`src/sps_defines.svh`:
```
// constants for the serial print gate: ascii codes, status codes, timing
// assumes inclusion by sps_gate.sv only
`ifndef SPS_DEFINES_SVH
`define SPS_DEFINES_SVH
`define SPS_ESC      8'h1b
`define SPS_GATE_DEV 8'h59
`define SPS_GATE_PRN 8'h5a
`define SPS_COLON    8'h3a
`define SPS_CR       8'h0d
`define SPS_LF       8'h0a
`define SPS_SPACE    8'h20
`define SPS_LTR_S    8'h53
`define SPS_ST_S00   16'h3030
`define SPS_ST_S01   16'h3031
`define SPS_ST_S08   16'h3038
`define SPS_ST_S09   16'h3039
`define SPS_ST_S10   16'h3130
`define SPS_CMD_TC   16'h5443
`define SPS_CMD_PR   16'h5052
`define SPS_CMD_RPT  16'h543f
`define SPS_CLK_NS   8
`define SPS_GAP_MS   2000
`define SPS_FIFO_DEP 8
`endif

```
`src/sps_pkg.sv`:
```
// types shared by the serial print gate and its transmit fifo
// assumes nothing of its surroundings
package sps_pkg;
    typedef enum logic [2:0] {ST_IDLE, ST_MSG, ST_RPT, ST_CHK, ST_PCHK, ST_PERR, ST_PRINT}
        sps_state_e;
    typedef enum logic [1:0] {CMD_NONE, CMD_TC, CMD_PR, CMD_RPT} sps_cmd_e;
    typedef enum logic {GATE_DEV, GATE_PRN} sps_gate_e;
    typedef struct packed {
        logic       last;
        logic [7:0] data;
    } sps_byte_s;
endpackage

```
`src/sps_gate.sv`:
```
// serial print gate: command framing, gate switching, docket and status sequencing
// assumes byte-wide serial ports synchronous to sys_clk, one byte per valid cycle
//
// Behaviour
// RULE1: esc esc Y connects hand-held to device
// RULE2: esc esc Z passes hand-held to printer
// RULE3: end of delivery: gate home, finish, send S08
// RULE4: print own docket part only with paper; code checks paper only when slip42 is set
// RULE5: original printed: gate home, send S01
// RULE6: transaction complete answers S00, permits delivery
// RULE7: hand-held sends transaction complete early
// RULE8: slip printer: check paper, show error, poll
// RULE9: paper resumes print; stop sends S10
// RULE10: stop key or print request restarts printout
// RULE11: print request: duplicate if original done
// RULE12: hand-held silent after S08 or S09
// RULE13: test key never queries paper status
// RULE14: lines positioned for width, no other formatting
// RULE15: command framed by colon and carriage return
// RULE16: colon restarts buffer; unframed input ignored
// RULE17: gap over two seconds clears buffer
// RULE18: responses end with CR LF
// RULE19: half duplex, no echo
// RULE20: answer starts well under 160 ms
// RULE21: report checksum is negated byte sum
// RULE22: hand-held sums report to zero
// RULE23: printer gate forwards bytes, still watches escapes; code drops bytes while in ST_PRINT
`timescale 1ns/100ps
`include "sps_defines.svh"

// ----------------------------------------------------------------
// transmit fifo
// ----------------------------------------------------------------
module sps_fifo import sps_pkg::*; #(
    parameter int W = 9,
    parameter int D = `SPS_FIFO_DEP
) (
    input  wire logic         sys_clk,  // system clock
    input  wire logic         arst_n,   // async reset
    input  wire logic [W-1:0] inData,   // write word
    input  wire logic         inValid,  // write request
    output logic              inReady,  // not full
    output logic [W-1:0]      outData,  // head word
    output logic              outValid, // not empty
    input  wire logic         outReady  // head taken
);
    localparam int AW = $clog2(D);
    logic [W-1:0] mem [D];
    logic [AW:0]  wr_q, wr_d, rd_q, rd_d;
    logic         push, pop;

    assign inReady  = !((wr_q[AW] != rd_q[AW]) && (wr_q[AW-1:0] == rd_q[AW-1:0]));
    assign outValid = (wr_q != rd_q);
    assign outData  = mem[rd_q[AW-1:0]];
    assign push     = inValid && inReady;
    assign pop      = outValid && outReady;

    always_comb begin
        wr_d = wr_q + {{AW{1'b0}}, push};
        rd_d = rd_q + {{AW{1'b0}}, pop};
    end

    always_ff @(posedge sys_clk or negedge arst_n) begin
        if (!arst_n) begin
            wr_q <= '0;
            rd_q <= '0;
        end else begin
            wr_q <= wr_d;
            rd_q <= rd_d;
        end
    end

    always_ff @(posedge sys_clk) begin
        if (push) begin
            mem[wr_q[AW-1:0]] <= inData;
        end
    end
endmodule // sps_fifo

// ----------------------------------------------------------------
// gate and command sequencer
// ----------------------------------------------------------------
module sps_gate import sps_pkg::*; #(
    parameter int unsigned GAP_CYC = `SPS_GAP_MS * 1000000 / `SPS_CLK_NS
) (
    input  wire logic       sys_clk,        // 125 MHz clock
    input  wire logic       arst_n,         // async reset
    input  wire logic [7:0] hhRxData,       // byte from hand-held
    input  wire logic       hhRxValid,      // byte strobe
    output sps_byte_s       hhTx,           // byte to hand-held, last on LF
    output logic            hhTxValid,      // byte waiting
    input  wire logic       hhTxReady,      // hand-held line takes byte
    output logic [7:0]      prnTxData,      // byte to printer
    output logic            prnTxValid,     // byte waiting
    input  wire logic       prnTxReady,     // printer line takes byte
    input  wire logic       endOfDelivery,  // delivery ended pulse
    input  wire logic       stopKey,        // stop key pulse
    input  wire logic       paperPresent,   // printer paper status
    input  wire logic       slip42,         // 42-column slip printer fitted
    input  wire logic [7:0] devId,          // ascii id character
    input  sps_byte_s       srcData,        // docket or report text
    input  wire logic       srcValid,       // text byte waiting
    output logic            srcReady,       // text byte taken
    output logic            srcReq,         // text wanted
    output logic            srcDocket,      // 1 docket, 0 report
    output logic            printDup,       // docket is a duplicate
    output logic            gateToPrinter,  // hand-held passed to printer
    output logic            devToPrinter,   // device printing its docket
    output logic            paperError,     // paper error shown
    output logic            deliveryPermit  // new delivery allowed
);
    localparam logic [27:0] GAP_LAST = 28'(GAP_CYC - 1);

    function automatic logic [7:0] upcase(input logic [7:0] c);
        return (c >= 8'h61 && c <= 8'h7a) ? (c & 8'hdf) : c;
    endfunction

    function automatic sps_cmd_e decode(input logic [15:0] c);
        case (c)
            `SPS_CMD_TC:  return CMD_TC;
            `SPS_CMD_PR:  return CMD_PR;
            `SPS_CMD_RPT: return CMD_RPT;
            default:      return CMD_NONE;
        endcase
    endfunction

    function automatic logic [7:0] msgByte(input logic [2:0] i, input logic [15:0] code,
                                           input logic [7:0] id);
        case (i)
            3'h0:    return id;
            3'h1:    return `SPS_SPACE;
            3'h2:    return `SPS_LTR_S;
            3'h3:    return code[15:8];
            3'h4:    return code[7:0];
            3'h5:    return `SPS_CR;
            default: return `SPS_LF;
        endcase
    endfunction

    sps_state_e  st_q, st_d, ret_q, ret_d;
    sps_cmd_e    cmd_q, cmd_d;
    sps_gate_e   gate_q, gate_d;
    logic [15:0] code_q, code_d;
    logic [2:0]  idx_q, idx_d;
    logic [7:0]  sum_q, sum_d, prn_q, prn_d, c0_q, c0_d, c1_q, c1_d;
    logic [27:0] gap_q, gap_d;
    logic [1:0]  cnt_q, cnt_d, esc_q, esc_d;
    logic        orig_q, orig_d, txn_q, txn_d, eod_q, eod_d, dup_q, dup_d;
    logic        unpr_q, unpr_d, prnV_q, prnV_d, frm_q, frm_d;
    sps_byte_s   fIn;
    logic        fInV, fInReady;

    // ----------------------------------------------------------------
    // outgoing hand-held bytes
    // ----------------------------------------------------------------
    sps_fifo #(.W($bits(sps_byte_s)), .D(`SPS_FIFO_DEP)) u_txFifo (
        .sys_clk  (sys_clk),
        .arst_n   (arst_n),
        .inData   (fIn),
        .inValid  (fInV),
        .inReady  (fInReady),
        .outData  (hhTx),
        .outValid (hhTxValid),
        .outReady (hhTxReady)
    );

    assign prnTxData      = prn_q;
    assign prnTxValid     = prnV_q;
    assign srcReq         = (st_q == ST_RPT) || (st_q == ST_PRINT);
    assign srcDocket      = (st_q == ST_PRINT);
    assign printDup       = dup_q;
    assign gateToPrinter  = (gate_q == GATE_PRN);
    assign devToPrinter   = (st_q == ST_PRINT);
    assign paperError     = (st_q == ST_PERR);
    assign deliveryPermit = txn_q;

    always_comb begin
        st_d   = st_q;
        ret_d  = ret_q;
        cmd_d  = cmd_q;
        gate_d = gate_q;
        code_d = code_q;
        idx_d  = idx_q;
        sum_d  = sum_q;
        orig_d = orig_q;
        txn_d  = txn_q;
        eod_d  = eod_q;
        dup_d  = dup_q;
        unpr_d = unpr_q;
        prn_d  = prn_q;
        prnV_d = prnV_q && !prnTxReady;
        frm_d  = frm_q;
        cnt_d  = cnt_q;
        c0_d   = c0_q;
        c1_d   = c1_q;
        esc_d  = esc_q;
        gap_d  = frm_q ? gap_q + 28'h1 : '0;
        fIn    = '0;
        fInV   = 1'b0;
        srcReady = 1'b0;
        // receive side: framing, timeout, gate escapes
        if (frm_q && gap_q == GAP_LAST) begin
            frm_d = 1'b0; // RULE17
        end
        if (hhRxValid) begin
            gap_d = '0;
            esc_d = (hhRxData != `SPS_ESC) ? 2'h0 : (esc_q == 2'h2) ? 2'h2 : esc_q + 2'h1;
            if (esc_q == 2'h2 && hhRxData == `SPS_GATE_DEV) begin
                gate_d = GATE_DEV; // RULE1
            end
            if (esc_q == 2'h2 && hhRxData == `SPS_GATE_PRN) begin
                gate_d = GATE_PRN; // RULE2
            end
            if (gate_q == GATE_PRN) begin
                if (st_q != ST_PRINT) begin
                    prn_d  = hhRxData; // RULE23
                    prnV_d = 1'b1;
                end
            end else if (hhRxData == `SPS_COLON) begin
                frm_d = 1'b1; // RULE16
                cnt_d = 2'h0;
            end else if (frm_q) begin
                if (hhRxData == `SPS_CR) begin
                    frm_d = 1'b0;
                    if (cnt_q == 2'h2 && cmd_q == CMD_NONE) begin
                        cmd_d = decode({c0_q, c1_q}); // RULE15
                    end
                end else begin
                    if (cnt_q == 2'h0) begin
                        c0_d = upcase(hhRxData);
                    end
                    if (cnt_q == 2'h1) begin
                        c1_d = upcase(hhRxData);
                    end
                    if (cnt_q != 2'h3) begin
                        cnt_d = cnt_q + 2'h1;
                    end
                end
            end
        end
        // sequencer; received bytes never reach the fifo
        case (st_q) // RULE19
            ST_IDLE: begin
                if (cmd_q != CMD_NONE) begin // RULE20
                    cmd_d = CMD_NONE;
                    idx_d = 3'h0;
                    st_d  = ST_MSG;
                    ret_d = ST_IDLE;
                    case (cmd_q)
                        CMD_TC: begin
                            txn_d  = 1'b1; // RULE6
                            code_d = `SPS_ST_S00;
                        end
                        CMD_PR: begin
                            dup_d  = orig_q; // RULE11
                            code_d = orig_q ? `SPS_ST_S09 : `SPS_ST_S08;
                            ret_d  = ST_PCHK; // RULE10
                        end
                        default: begin
                            st_d  = ST_RPT;
                            sum_d = 8'h0;
                        end
                    endcase
                end else if (eod_q && !frm_q) begin
                    eod_d  = 1'b0; // RULE3
                    orig_d = 1'b0;
                    txn_d  = 1'b0;
                    dup_d  = 1'b0;
                    unpr_d = 1'b0;
                    code_d = `SPS_ST_S08;
                    idx_d  = 3'h0;
                    st_d   = ST_MSG;
                    ret_d  = ST_PCHK;
                end else if (stopKey && unpr_q) begin
                    dup_d  = 1'b0; // RULE10
                    code_d = `SPS_ST_S08;
                    idx_d  = 3'h0;
                    st_d   = ST_MSG;
                    ret_d  = ST_PCHK;
                end
            end
            ST_MSG: begin
                fInV = 1'b1;
                fIn  = '{last: (idx_q == 3'h6), data: msgByte(idx_q, code_q, devId)}; // RULE18
                if (fInReady) begin
                    if (idx_q == 3'h6) begin
                        st_d = ret_q;
                    end else begin
                        idx_d = idx_q + 3'h1;
                    end
                end
            end
            ST_RPT: begin
                fInV     = srcValid;
                fIn      = '{last: 1'b0, data: srcData.data};
                srcReady = fInReady;
                if (srcValid && fInReady) begin
                    sum_d = sum_q + srcData.data;
                    if (srcData.last) begin
                        st_d = ST_CHK;
                    end
                end
            end
            ST_CHK: begin
                fInV = 1'b1;
                fIn  = '{last: 1'b0, data: 8'h0 - sum_q}; // RULE21
                if (fInReady) begin
                    idx_d = 3'h5;
                    ret_d = ST_IDLE;
                    st_d  = ST_MSG;
                end
            end
            ST_PCHK: begin
                // paper is sampled here and in ST_PERR, never on a test key
                st_d = (!slip42 || paperPresent) ? ST_PRINT : ST_PERR; // RULE8 RULE13
            end
            ST_PERR: begin
                if (paperPresent) begin
                    st_d = ST_PRINT; // RULE9
                end else if (stopKey) begin
                    gate_d = GATE_DEV; // RULE9
                    unpr_d = 1'b1;
                    code_d = `SPS_ST_S10;
                    idx_d  = 3'h0;
                    st_d   = ST_MSG;
                    ret_d  = ST_IDLE;
                end
            end
            ST_PRINT: begin
                // text arrives already placed for the printer width
                srcReady = !prnV_q || prnTxReady; // RULE4 RULE14
                if (srcValid && srcReady) begin
                    prn_d  = srcData.data;
                    prnV_d = 1'b1;
                    if (srcData.last) begin
                        gate_d = GATE_DEV; // RULE5
                        orig_d = 1'b1;
                        unpr_d = 1'b0;
                        code_d = `SPS_ST_S01;
                        idx_d  = 3'h0;
                        st_d   = ST_MSG;
                        ret_d  = ST_IDLE;
                    end
                end
            end
            default: st_d = ST_IDLE;
        endcase
        // end of delivery wins over any other gate change
        if (endOfDelivery) begin
            eod_d  = 1'b1; // RULE3
            gate_d = GATE_DEV;
        end
    end

    always_ff @(posedge sys_clk or negedge arst_n) begin
        if (!arst_n) begin
            st_q   <= ST_IDLE;
            ret_q  <= ST_IDLE;
            cmd_q  <= CMD_NONE;
            gate_q <= GATE_DEV;
            code_q <= `SPS_ST_S00;
            idx_q  <= 3'h0;
            sum_q  <= 8'h0;
            orig_q <= 1'b0;
            txn_q  <= 1'b1;
            eod_q  <= 1'b0;
            dup_q  <= 1'b0;
            unpr_q <= 1'b0;
            prn_q  <= 8'h0;
            prnV_q <= 1'b0;
            frm_q  <= 1'b0;
            cnt_q  <= 2'h0;
            c0_q   <= 8'h0;
            c1_q   <= 8'h0;
            esc_q  <= 2'h0;
            gap_q  <= '0;
        end else begin
            st_q   <= st_d;
            ret_q  <= ret_d;
            cmd_q  <= cmd_d;
            gate_q <= gate_d;
            code_q <= code_d;
            idx_q  <= idx_d;
            sum_q  <= sum_d;
            orig_q <= orig_d;
            txn_q  <= txn_d;
            eod_q  <= eod_d;
            dup_q  <= dup_d;
            unpr_q <= unpr_d;
            prn_q  <= prn_d;
            prnV_q <= prnV_d;
            frm_q  <= frm_d;
            cnt_q  <= cnt_d;
            c0_q   <= c0_d;
            c1_q   <= c1_d;
            esc_q  <= esc_d;
            gap_q  <= gap_d;
        end
    end
endmodule // sps_gate

```
`config.mk`:
```
export PLATFORM = sky130hd
export DESIGN_NAME = sps_gate
export DESIGN_NICKNAME = d
export VERILOG_FILES = /design/src/sps_pkg.sv /design/src/sps_gate.sv
export VERILOG_INCLUDE_DIRS = /design/src
export SDC_FILE = /design/constraint.sdc
export NUM_CORES = 1
export LEC_CHECK = 0
export BUFFER_PORTS_ARGS = -buffer_cell sky130_fd_sc_hd__buf_2
export CAP_MARGIN = 0
export CORE_AREA = 4 4 118 131
export CTS_CLUSTER_DIAMETER = 200
export DETAILED_ROUTE_END_ITERATION = 10
export DIE_AREA = 0 0 122 135
export PLACE_DENSITY = 0.79
export SLEW_MARGIN = 10
export SYNTH_ARGS = -nofsm -noshare
export SYNTH_HDL_FRONTEND = slang
export SYNTH_HIERARCHICAL = 1
export SYNTH_SLANG_ARGS = --single-unit
```
`constraint.sdc`:
```
create_clock -name sys_clk -period 2.7 [get_ports sys_clk]
set_input_delay 0.135 -clock sys_clk [delete_from_list [all_inputs] [get_ports sys_clk]]
set_output_delay 0.135 -clock sys_clk [all_outputs]
set_load 0.01 [all_outputs]
```
### After elaboration in Yosys (flattened, before gate mapping)

Memories as Yosys holds them, arrays and structs flattened.
Cells that the tools add are included.

* $add $sub $neg: 8
* $mul: 0
* divide/modulo/power cells: 0
* $lt $le $gt $ge: 2
* equality and inequality tests: 52
* shift operators: 0
* muxes and demuxes: 113
* bitwise gates (word level): 3
* reduce and logical (&&, ||, !) cells: 52

Operators by type and width (count)
* $mux 16: 7
* $mux 3: 27
* $mux 8: 8
* $mux 28: 2
* $eq 16x15->1 const B: 3
* $pmux 16 s3: 1
* $pmux 8 s6: 1
* $mux 1: 38
* $mux 2: 16
* $pmux 16 s2: 1
* $ne 2x2->1 const B: 15
* $add 28x1->28 const B: 1
* $eq 28x28->1 const B: 1
* $pmux 9 s3: 1
* $pmux 3 s7: 1
* $reduce_and 7->1: 3
* $eq 3x3->1 const B: 6
* $reduce_and 9->1: 2
* $eq 8x7->1 const B: 2
* $pmux 8 s2: 1
* $reduce_bool 2->1: 8
* $pmux 3 s5: 1
* $logic_and 1x1->1: 13
* $eq 3x2->1 const B: 4
* 38 further kinds: 67

* flip-flop bits (word level): 107
* bits in latches: 0
* memory bits (writable): 72
* ROM bits: 0
* input port bits: 35
* output and inout port bits: 27
* word-level logic and storage cells: 253
* memories kept: 1

Memory list
* u_txFifo.mem: words 8, bits a word 9, rd ports 1, clocked after memory_dff 0, write ports 1, RTL line sps_gate.sv:48 `logic [W-1:0] mem [D];`

### Depth between registers and ports, before layout

* word-level depth: 10
* gate-level depth with buffers: 9
* gate-level depth less buffers: 7

### Hierarchy

Netlist, hierarchy kept.

Modules (own cells, without submodules)
* sps_gate: times used 1, cells an instance 559, area each 5230.0 µm², seq. area each 2103.3 µm²
* sps_fifo: times used 1, cells an instance 145, area each 3233.1 µm², seq. area each 2362.3 µm²

### Least setup slack after synthesis

OpenSTA, ideal clock, no wires.

* kind: reg2reg
* start: register st_q[0]
* end: memory u_txFifo.mem[2][0] (enable)
* setup time: 0.389 ns
* arrival: 2.003 ns
* required time: 2.311 ns
* slack: 0.308 ns
* cell stages (with the launch flop): 8
* buffers on the path: 3
* period minus slack after synthesis: 2.392 ns
* cell sequence: dfrtp_1 buf_4 buf_2 buf_1 a21oi_1 nor2_1 nand3b_1 nor3b_1

* word-level cells in the longest chain between the ends: 6
* elaborated cells on any way between the ends: 8
* classes of those cells: eq/ne: 3; mux: 3; reduce/logical: 2

RTL lines
* from (decl): RTL line sps_gate.sv:140 `sps_state_e st_q, st_d, ret_q, ret_d;`
* from (signal assigned): RTL line sps_gate.sv:378 `st_q <= st_d;`
* $eq 3x2->1 / $eq 3x1->1 (equally long branches): RTL line sps_gate.sv:242 `case (st_q)`
* $reduce_or 2->1 (no source line)
* $pmux 1 s2 *: RTL line sps_gate.sv:242
* via fInV: RTL line sps_gate.sv:151 `logic fInV, fInReady;`
* $logic_and 1x1->1 *: RTL line sps_gate.sv:55 `assign push = inValid && inReady;`
* $mux 1 *: RTL line sps_gate.sv:74 `if (push) begin`
* $mux 1 (not written as such) *: RTL line sps_gate.sv:75 `mem[wr_q[AW-1:0]] <= inData;`
* to (decl): RTL line sps_gate.sv:48

The timed path passes the listed nets; every way through them passes the cells marked *.

==> impl_results.rst <==
.. list-table::
   :header-rows: 1

   * - Metric
     - Value
   * - Status
     - completed
   * - Critical path endpoint category
     - output pin
   * - First-pass DRT Iterations
     - 5
   * - Worst reg2reg startpoint
     - st_q[0]
   * - First-pass GRT wire length
     - 29.57 mm
   * - Post-Synthesis Cells
     - slightly above 700
   * - Vias
     - between 5000 and 6000
   * - Worst Slack Setup Final
     - ~0.38 ns
   * - Switching share of power
     - 0.3293
   * - Area of all sequential standard cells
     - approximately 4500 um2
   * - Share of total power in combinational logic
     - 0.354
   * - Top achievable clock speed
     - 430.3 MHz
   * - Final worst hold slack
     - 0.02911 ns
   * - Data required, critical path
     - roughly 2.6 ns
   * - Actual transition at the worst max-transition pin
     - slightly above 1 ns
   * - Worst setup timing slack at the placement stage
     - 0.4870 ns
   * - Boundary Pins
     - 62
   * - Number of cells on the worst reg-to-reg path
     - 6
   * - Overflow after GRT
     - 0
   * - Sequential element share of the synthesized area
     - 0.5276
   * - Leakage power summed over all cells
     - just under 4 nW
   * - Crit Path Max Fanout
     - 19
   * - Worst hold path cell count
     - 2
   * - Routed length on met1
     - 7.232 mm
   * - Clock period minus final worst setup slack
     - approximately 2.3 ns
   * - Number of non-filler instances in the completed layout
     - between 900 and 1000
   * - Ys Warns
     - 6
   * - H-tree Lvls
     - 4
   * - Max-cap check violation count
     - 0
   * - Critical Path Start Type
     - flop
   * - Setup repair after global routing missed its margin
     - no
   * - Top routing layer used
     - met4
   * - Maximum cell stage delay along the critical path
     - 0.62 ns
   * - Routability Congestion
     - about 0.87
   * - Average via count per standard cell
     - 5.985
   * - Fraction of registers with async set/reset
     - 0.5610
   * - Internal power component
     - about 6.6 mW
   * - Relative contribution of the clock network to total power
     - 0.253
   * - Relative slew margins
     - 0.3161
   * - Vias in the first global route
     - just under 6000
   * - Placed cell area
     - about 9000 um2
   * - TritonCTS buffer count
     - 17
   * - WL/cell
     - 18.36 um
   * - Slowest cell on crit path
     - sky130_fd_sc_hd__mux4_1
   * - Most used flip-flop cell after synthesis
     - sky130_fd_sc_hd__dfrtp_1
   * - Post-route core utilization
     - 0.6766
   * - Post-synth design cell area
     - ~8500 um2
   * - Antenna violations before repair
     - 0
   * - Setup total negative slack
     - 0 ns
   * - Clock sinks
     - roughly 160
   * - Crit Path Category
     - flop to output pin
   * - DP Cell Count
     - 943
   * - Effective utilization at floorplan
     - 0.5953
   * - Clock latency at the later pin of the worst-skew pair
     - ~0.43 ns
   * - Final setup vio count
     - 0
   * - Maximum resistive drop on vdd
     - 425.6 uV
   * - Power dissipated by switching net loads
     - between 3 and 4 mW
   * - Count of final hold-check violations
     - 0
   * - Largest net degree at the start of global routing
     - 50
   * - ANT nets after route
     - 0
   * - Clock tree from TritonCTS
     - built
   * - Post-synthesis to final-layout area growth
     - 13.66%
   * - Final worst clock skew
     - 0.005828 ns
   * - Final number of max-transition violations
     - 0
   * - Min-delay src
     - hhRxData[0]
   * - Clock root cell
     - sky130_fd_sc_hd__clkbuf_16
   * - Total Die Area
     - about 16000 um2
   * - Share of final-layout standard cells stronger than drive strength 1
     - 0.2036
   * - Post-route DRC violation count
     - 0
   * - Syn Nets
     - just under 800
   * - Fill cell count
     - slightly above 1000
   * - Internal reg-to-reg setup slack
     - around 0.42 ns
   * - Quantity of I/O buffers inserted on ports
     - slightly above 60
   * - Detailed placement HPWL
     - between 10 and 15 mm
   * - Final Cell Area
     - 9619 um2
   * - Y dimension of the die
     - about 140 um
   * - Multi-input combinational cell area
     - around 3800 um2
   * - Worst Hold Path EP
     - gateToPrinter
   * - CP cell instances
     - buf_4 > mux4_1 > mux2_4 > buf_2
   * - Arrival time of data at the critical path endpoint
     - 2.19 ns
   * - Initial DRC count
     - 398
   * - Post-layout total power
     - around 9.9 mW
   * - Hold crit path type
     - primary input to flop
   * - Synthesized area per cell
     - about 12 um2
   * - ANT cells
     - 0
   * - X dimension of the die
     - 122 um
   * - GRT Util Overall
     - 0.2317
   * - Final period utilization
     - 0.8607
   * - Cell Pwr Density
     - 1024 nW/um2
   * - Family with the most delay on the worst path
     - multiplexers
   * - Met3 WL post-DR
     - 858 um
   * - Number of buffers between clock root and the deepest sink
     - 2
   * - Final-stage net count
     - 838
   * - Total met2 wirelength after detailed routing
     - approximately 9.4 mm
   * - Number of unique standard cell types used by synthesis
     - 76
   * - Resized Gates After CTS
     - 0
   * - Count of buffer and inverter cells on the critical path
     - 2
   * - Seq pwr share
     - 0.393
   * - Number of synthesized register bits
     - between 150 and 200
   * - Reg2reg end
     - code_q[8]
   * - Floorplan Core Area
     - between 10000 and 15000 um2
   * - Number of cell rows
     - 46
   * - Clock-pin slew on the worst setup and hold paths
     - roughly 0.060 ns
   * - Final wirelength
     - about 18 mm
   * - Number of enable-type register cells in the synthesized netlist
     - 72
==> logic make-up (layout without fill, tap and decap cells) <==
family | count (synthesis) | after routing | synth area share
DFF | 164 | 164 | 0.5276
buffers and inverters | 53 | 135 | 0.02838
and+or+nand+nor | 246 | 246 | 0.1634
xor gates and xnor gates | 42 | 42 | 0.04347
adders and majority gates | 30 | 30 | 0.04524
muxes | 58 | 58 | 0.1075
AOI/OAI and AO/OA | 111 | 111 | 0.08442
==> metal layers <==
layer  track usage  up-vias
met1        0.2841     2903
met2        0.3983      159
met3       0.05781       36
met4       0.08344        0
met5             0        -
li1              -     2755
==> final cells by class <==
| class | count | share of cell area |
|---|---|---|
| tap | 192 | 0.02497 |
| timing repair buffer | 74 | 0.04422 |
| clock inverter | 8 | 0.01301 |
| sequential | 164 | 0.4642 |
| inverter | 29 | 0.01132 |
| multi-input combinational | 487 | 0.3906 |
| clock buffer | 24 | 0.05164 |
==> registers in the layout, summed over array words and instances (netlist names), 2 cells and up <==
name / cells
idx_q: 3
u_txFifo/mem: 72
prnTxData: 8
cnt_q: 2
esc_q: 2
st_q: 3
code_q: 3
gap_q: 28
c1_q: 8
u_txFifo/rd_q: 4
c0_q: 8
u_txFifo/wr_q: 4
sum_q: 8
cmd_q: 2
==> layout by cell type, fill, tap and decap left out, types with 10 or more instances in the layout <==
cell                        Yosys  routed
sky130_fd_sc_hd__dfrtp_1       91      91
sky130_fd_sc_hd__edfxtp_1      72      72
sky130_fd_sc_hd__buf_2          5      60
sky130_fd_sc_hd__nor2_1        57      57
sky130_fd_sc_hd__nand2_1       49      49
sky130_fd_sc_hd__a21oi_1       36      36
sky130_fd_sc_hd__inv_1         29      29
sky130_fd_sc_hd__ha_1          29      29
sky130_fd_sc_hd__nand3_1       26      26
sky130_fd_sc_hd__o21ai_0       24      24
sky130_fd_sc_hd__xor2_1        23      23
sky130_fd_sc_hd__mux2_2        20      20
sky130_fd_sc_hd__xnor2_1       19      19
sky130_fd_sc_hd__clkbuf_16      0      18
sky130_fd_sc_hd__nand4_1       16      16
sky130_fd_sc_hd__and3_1        15      15
sky130_fd_sc_hd__nor3_1        13      13
sky130_fd_sc_hd__mux2i_1       11      11
sky130_fd_sc_hd__nor2b_1       10      10
sky130_fd_sc_hd__buf_4          3      10
==> power by group through the flow <==
| stage | logic, mW | clock network, mW | registers (mW) |
|---|---|---|---|
| floorplan | 2.72 | 0 | 3.70 |
| detailed placement | 3.50 | 0 | 3.90 |
| global placement | 3.37 | 0 | 3.86 |
| global route | 3.85 | 2.65 | 3.94 |
| finish | 3.49 | 2.49 | 3.87 |
| CTS | 3.52 | 2.53 | 3.86 |
==> worst max-delay path by stage <==
stage / from / endpoint / slack, ns / cells past startpoint
finish: u_txFifo/rd_q[0] / hhTx[3] / 0.38 / 4
global placement: st_q[0] / code_q[8] / 0.52 / 6
CTS: u_txFifo/rd_q[0] / hhTx[3] / 0.32 / 4
floorplan: st_q[0] / u_txFifo/mem[2][0] / 0.31 / 7
global route: st_q[1] / unpr_q / 0.22 / 5
detailed placement: st_q[1] / unpr_q / 0.49 / 5
==> synth_stat cells, types with 5 or more instances <==
library cell / instances / area (um2)
sky130_fd_sc_hd__a21oi_1: 36 / 180.2
sky130_fd_sc_hd__a22o_1: 5 / 43.79
sky130_fd_sc_hd__and2_1: 6 / 37.54
sky130_fd_sc_hd__and3_1: 15 / 93.84
sky130_fd_sc_hd__buf_2: 5 / 25.02
sky130_fd_sc_hd__clkbuf_1: 10 / 37.54
sky130_fd_sc_hd__dfrtp_1: 91 / 2277
sky130_fd_sc_hd__edfxtp_1: 72 / 2162
sky130_fd_sc_hd__ha_1: 29 / 362.9
sky130_fd_sc_hd__inv_1: 29 / 108.9
sky130_fd_sc_hd__mux2_2: 20 / 225.2
sky130_fd_sc_hd__mux2_4: 9 / 135.1
sky130_fd_sc_hd__mux2i_1: 11 / 110.1
sky130_fd_sc_hd__mux4_1: 9 / 236.5
sky130_fd_sc_hd__mux4_2: 9 / 202.7
sky130_fd_sc_hd__nand2_1: 49 / 183.9
sky130_fd_sc_hd__nand2b_1: 6 / 37.54
sky130_fd_sc_hd__nand3_1: 26 / 130.1
sky130_fd_sc_hd__nand4_1: 16 / 100.1
sky130_fd_sc_hd__nor2_1: 57 / 214.0
sky130_fd_sc_hd__nor2b_1: 10 / 62.56
sky130_fd_sc_hd__nor3_1: 13 / 65.06
sky130_fd_sc_hd__nor3b_1: 7 / 52.55
sky130_fd_sc_hd__nor4_1: 5 / 31.28
sky130_fd_sc_hd__o21ai_0: 24 / 120.1
sky130_fd_sc_hd__o22ai_1: 7 / 43.79
sky130_fd_sc_hd__or3_1: 5 / 31.28
sky130_fd_sc_hd__xnor2_1: 19 / 166.4
sky130_fd_sc_hd__xor2_1: 23 / 201.4
==> what timing repair did <==
action	CTS	global route
endpoints found under the hold margin	51	0
hold buffers	3	0
buffers inserted	0	0
No activity file was read; power rests on OpenSTA's default activity.
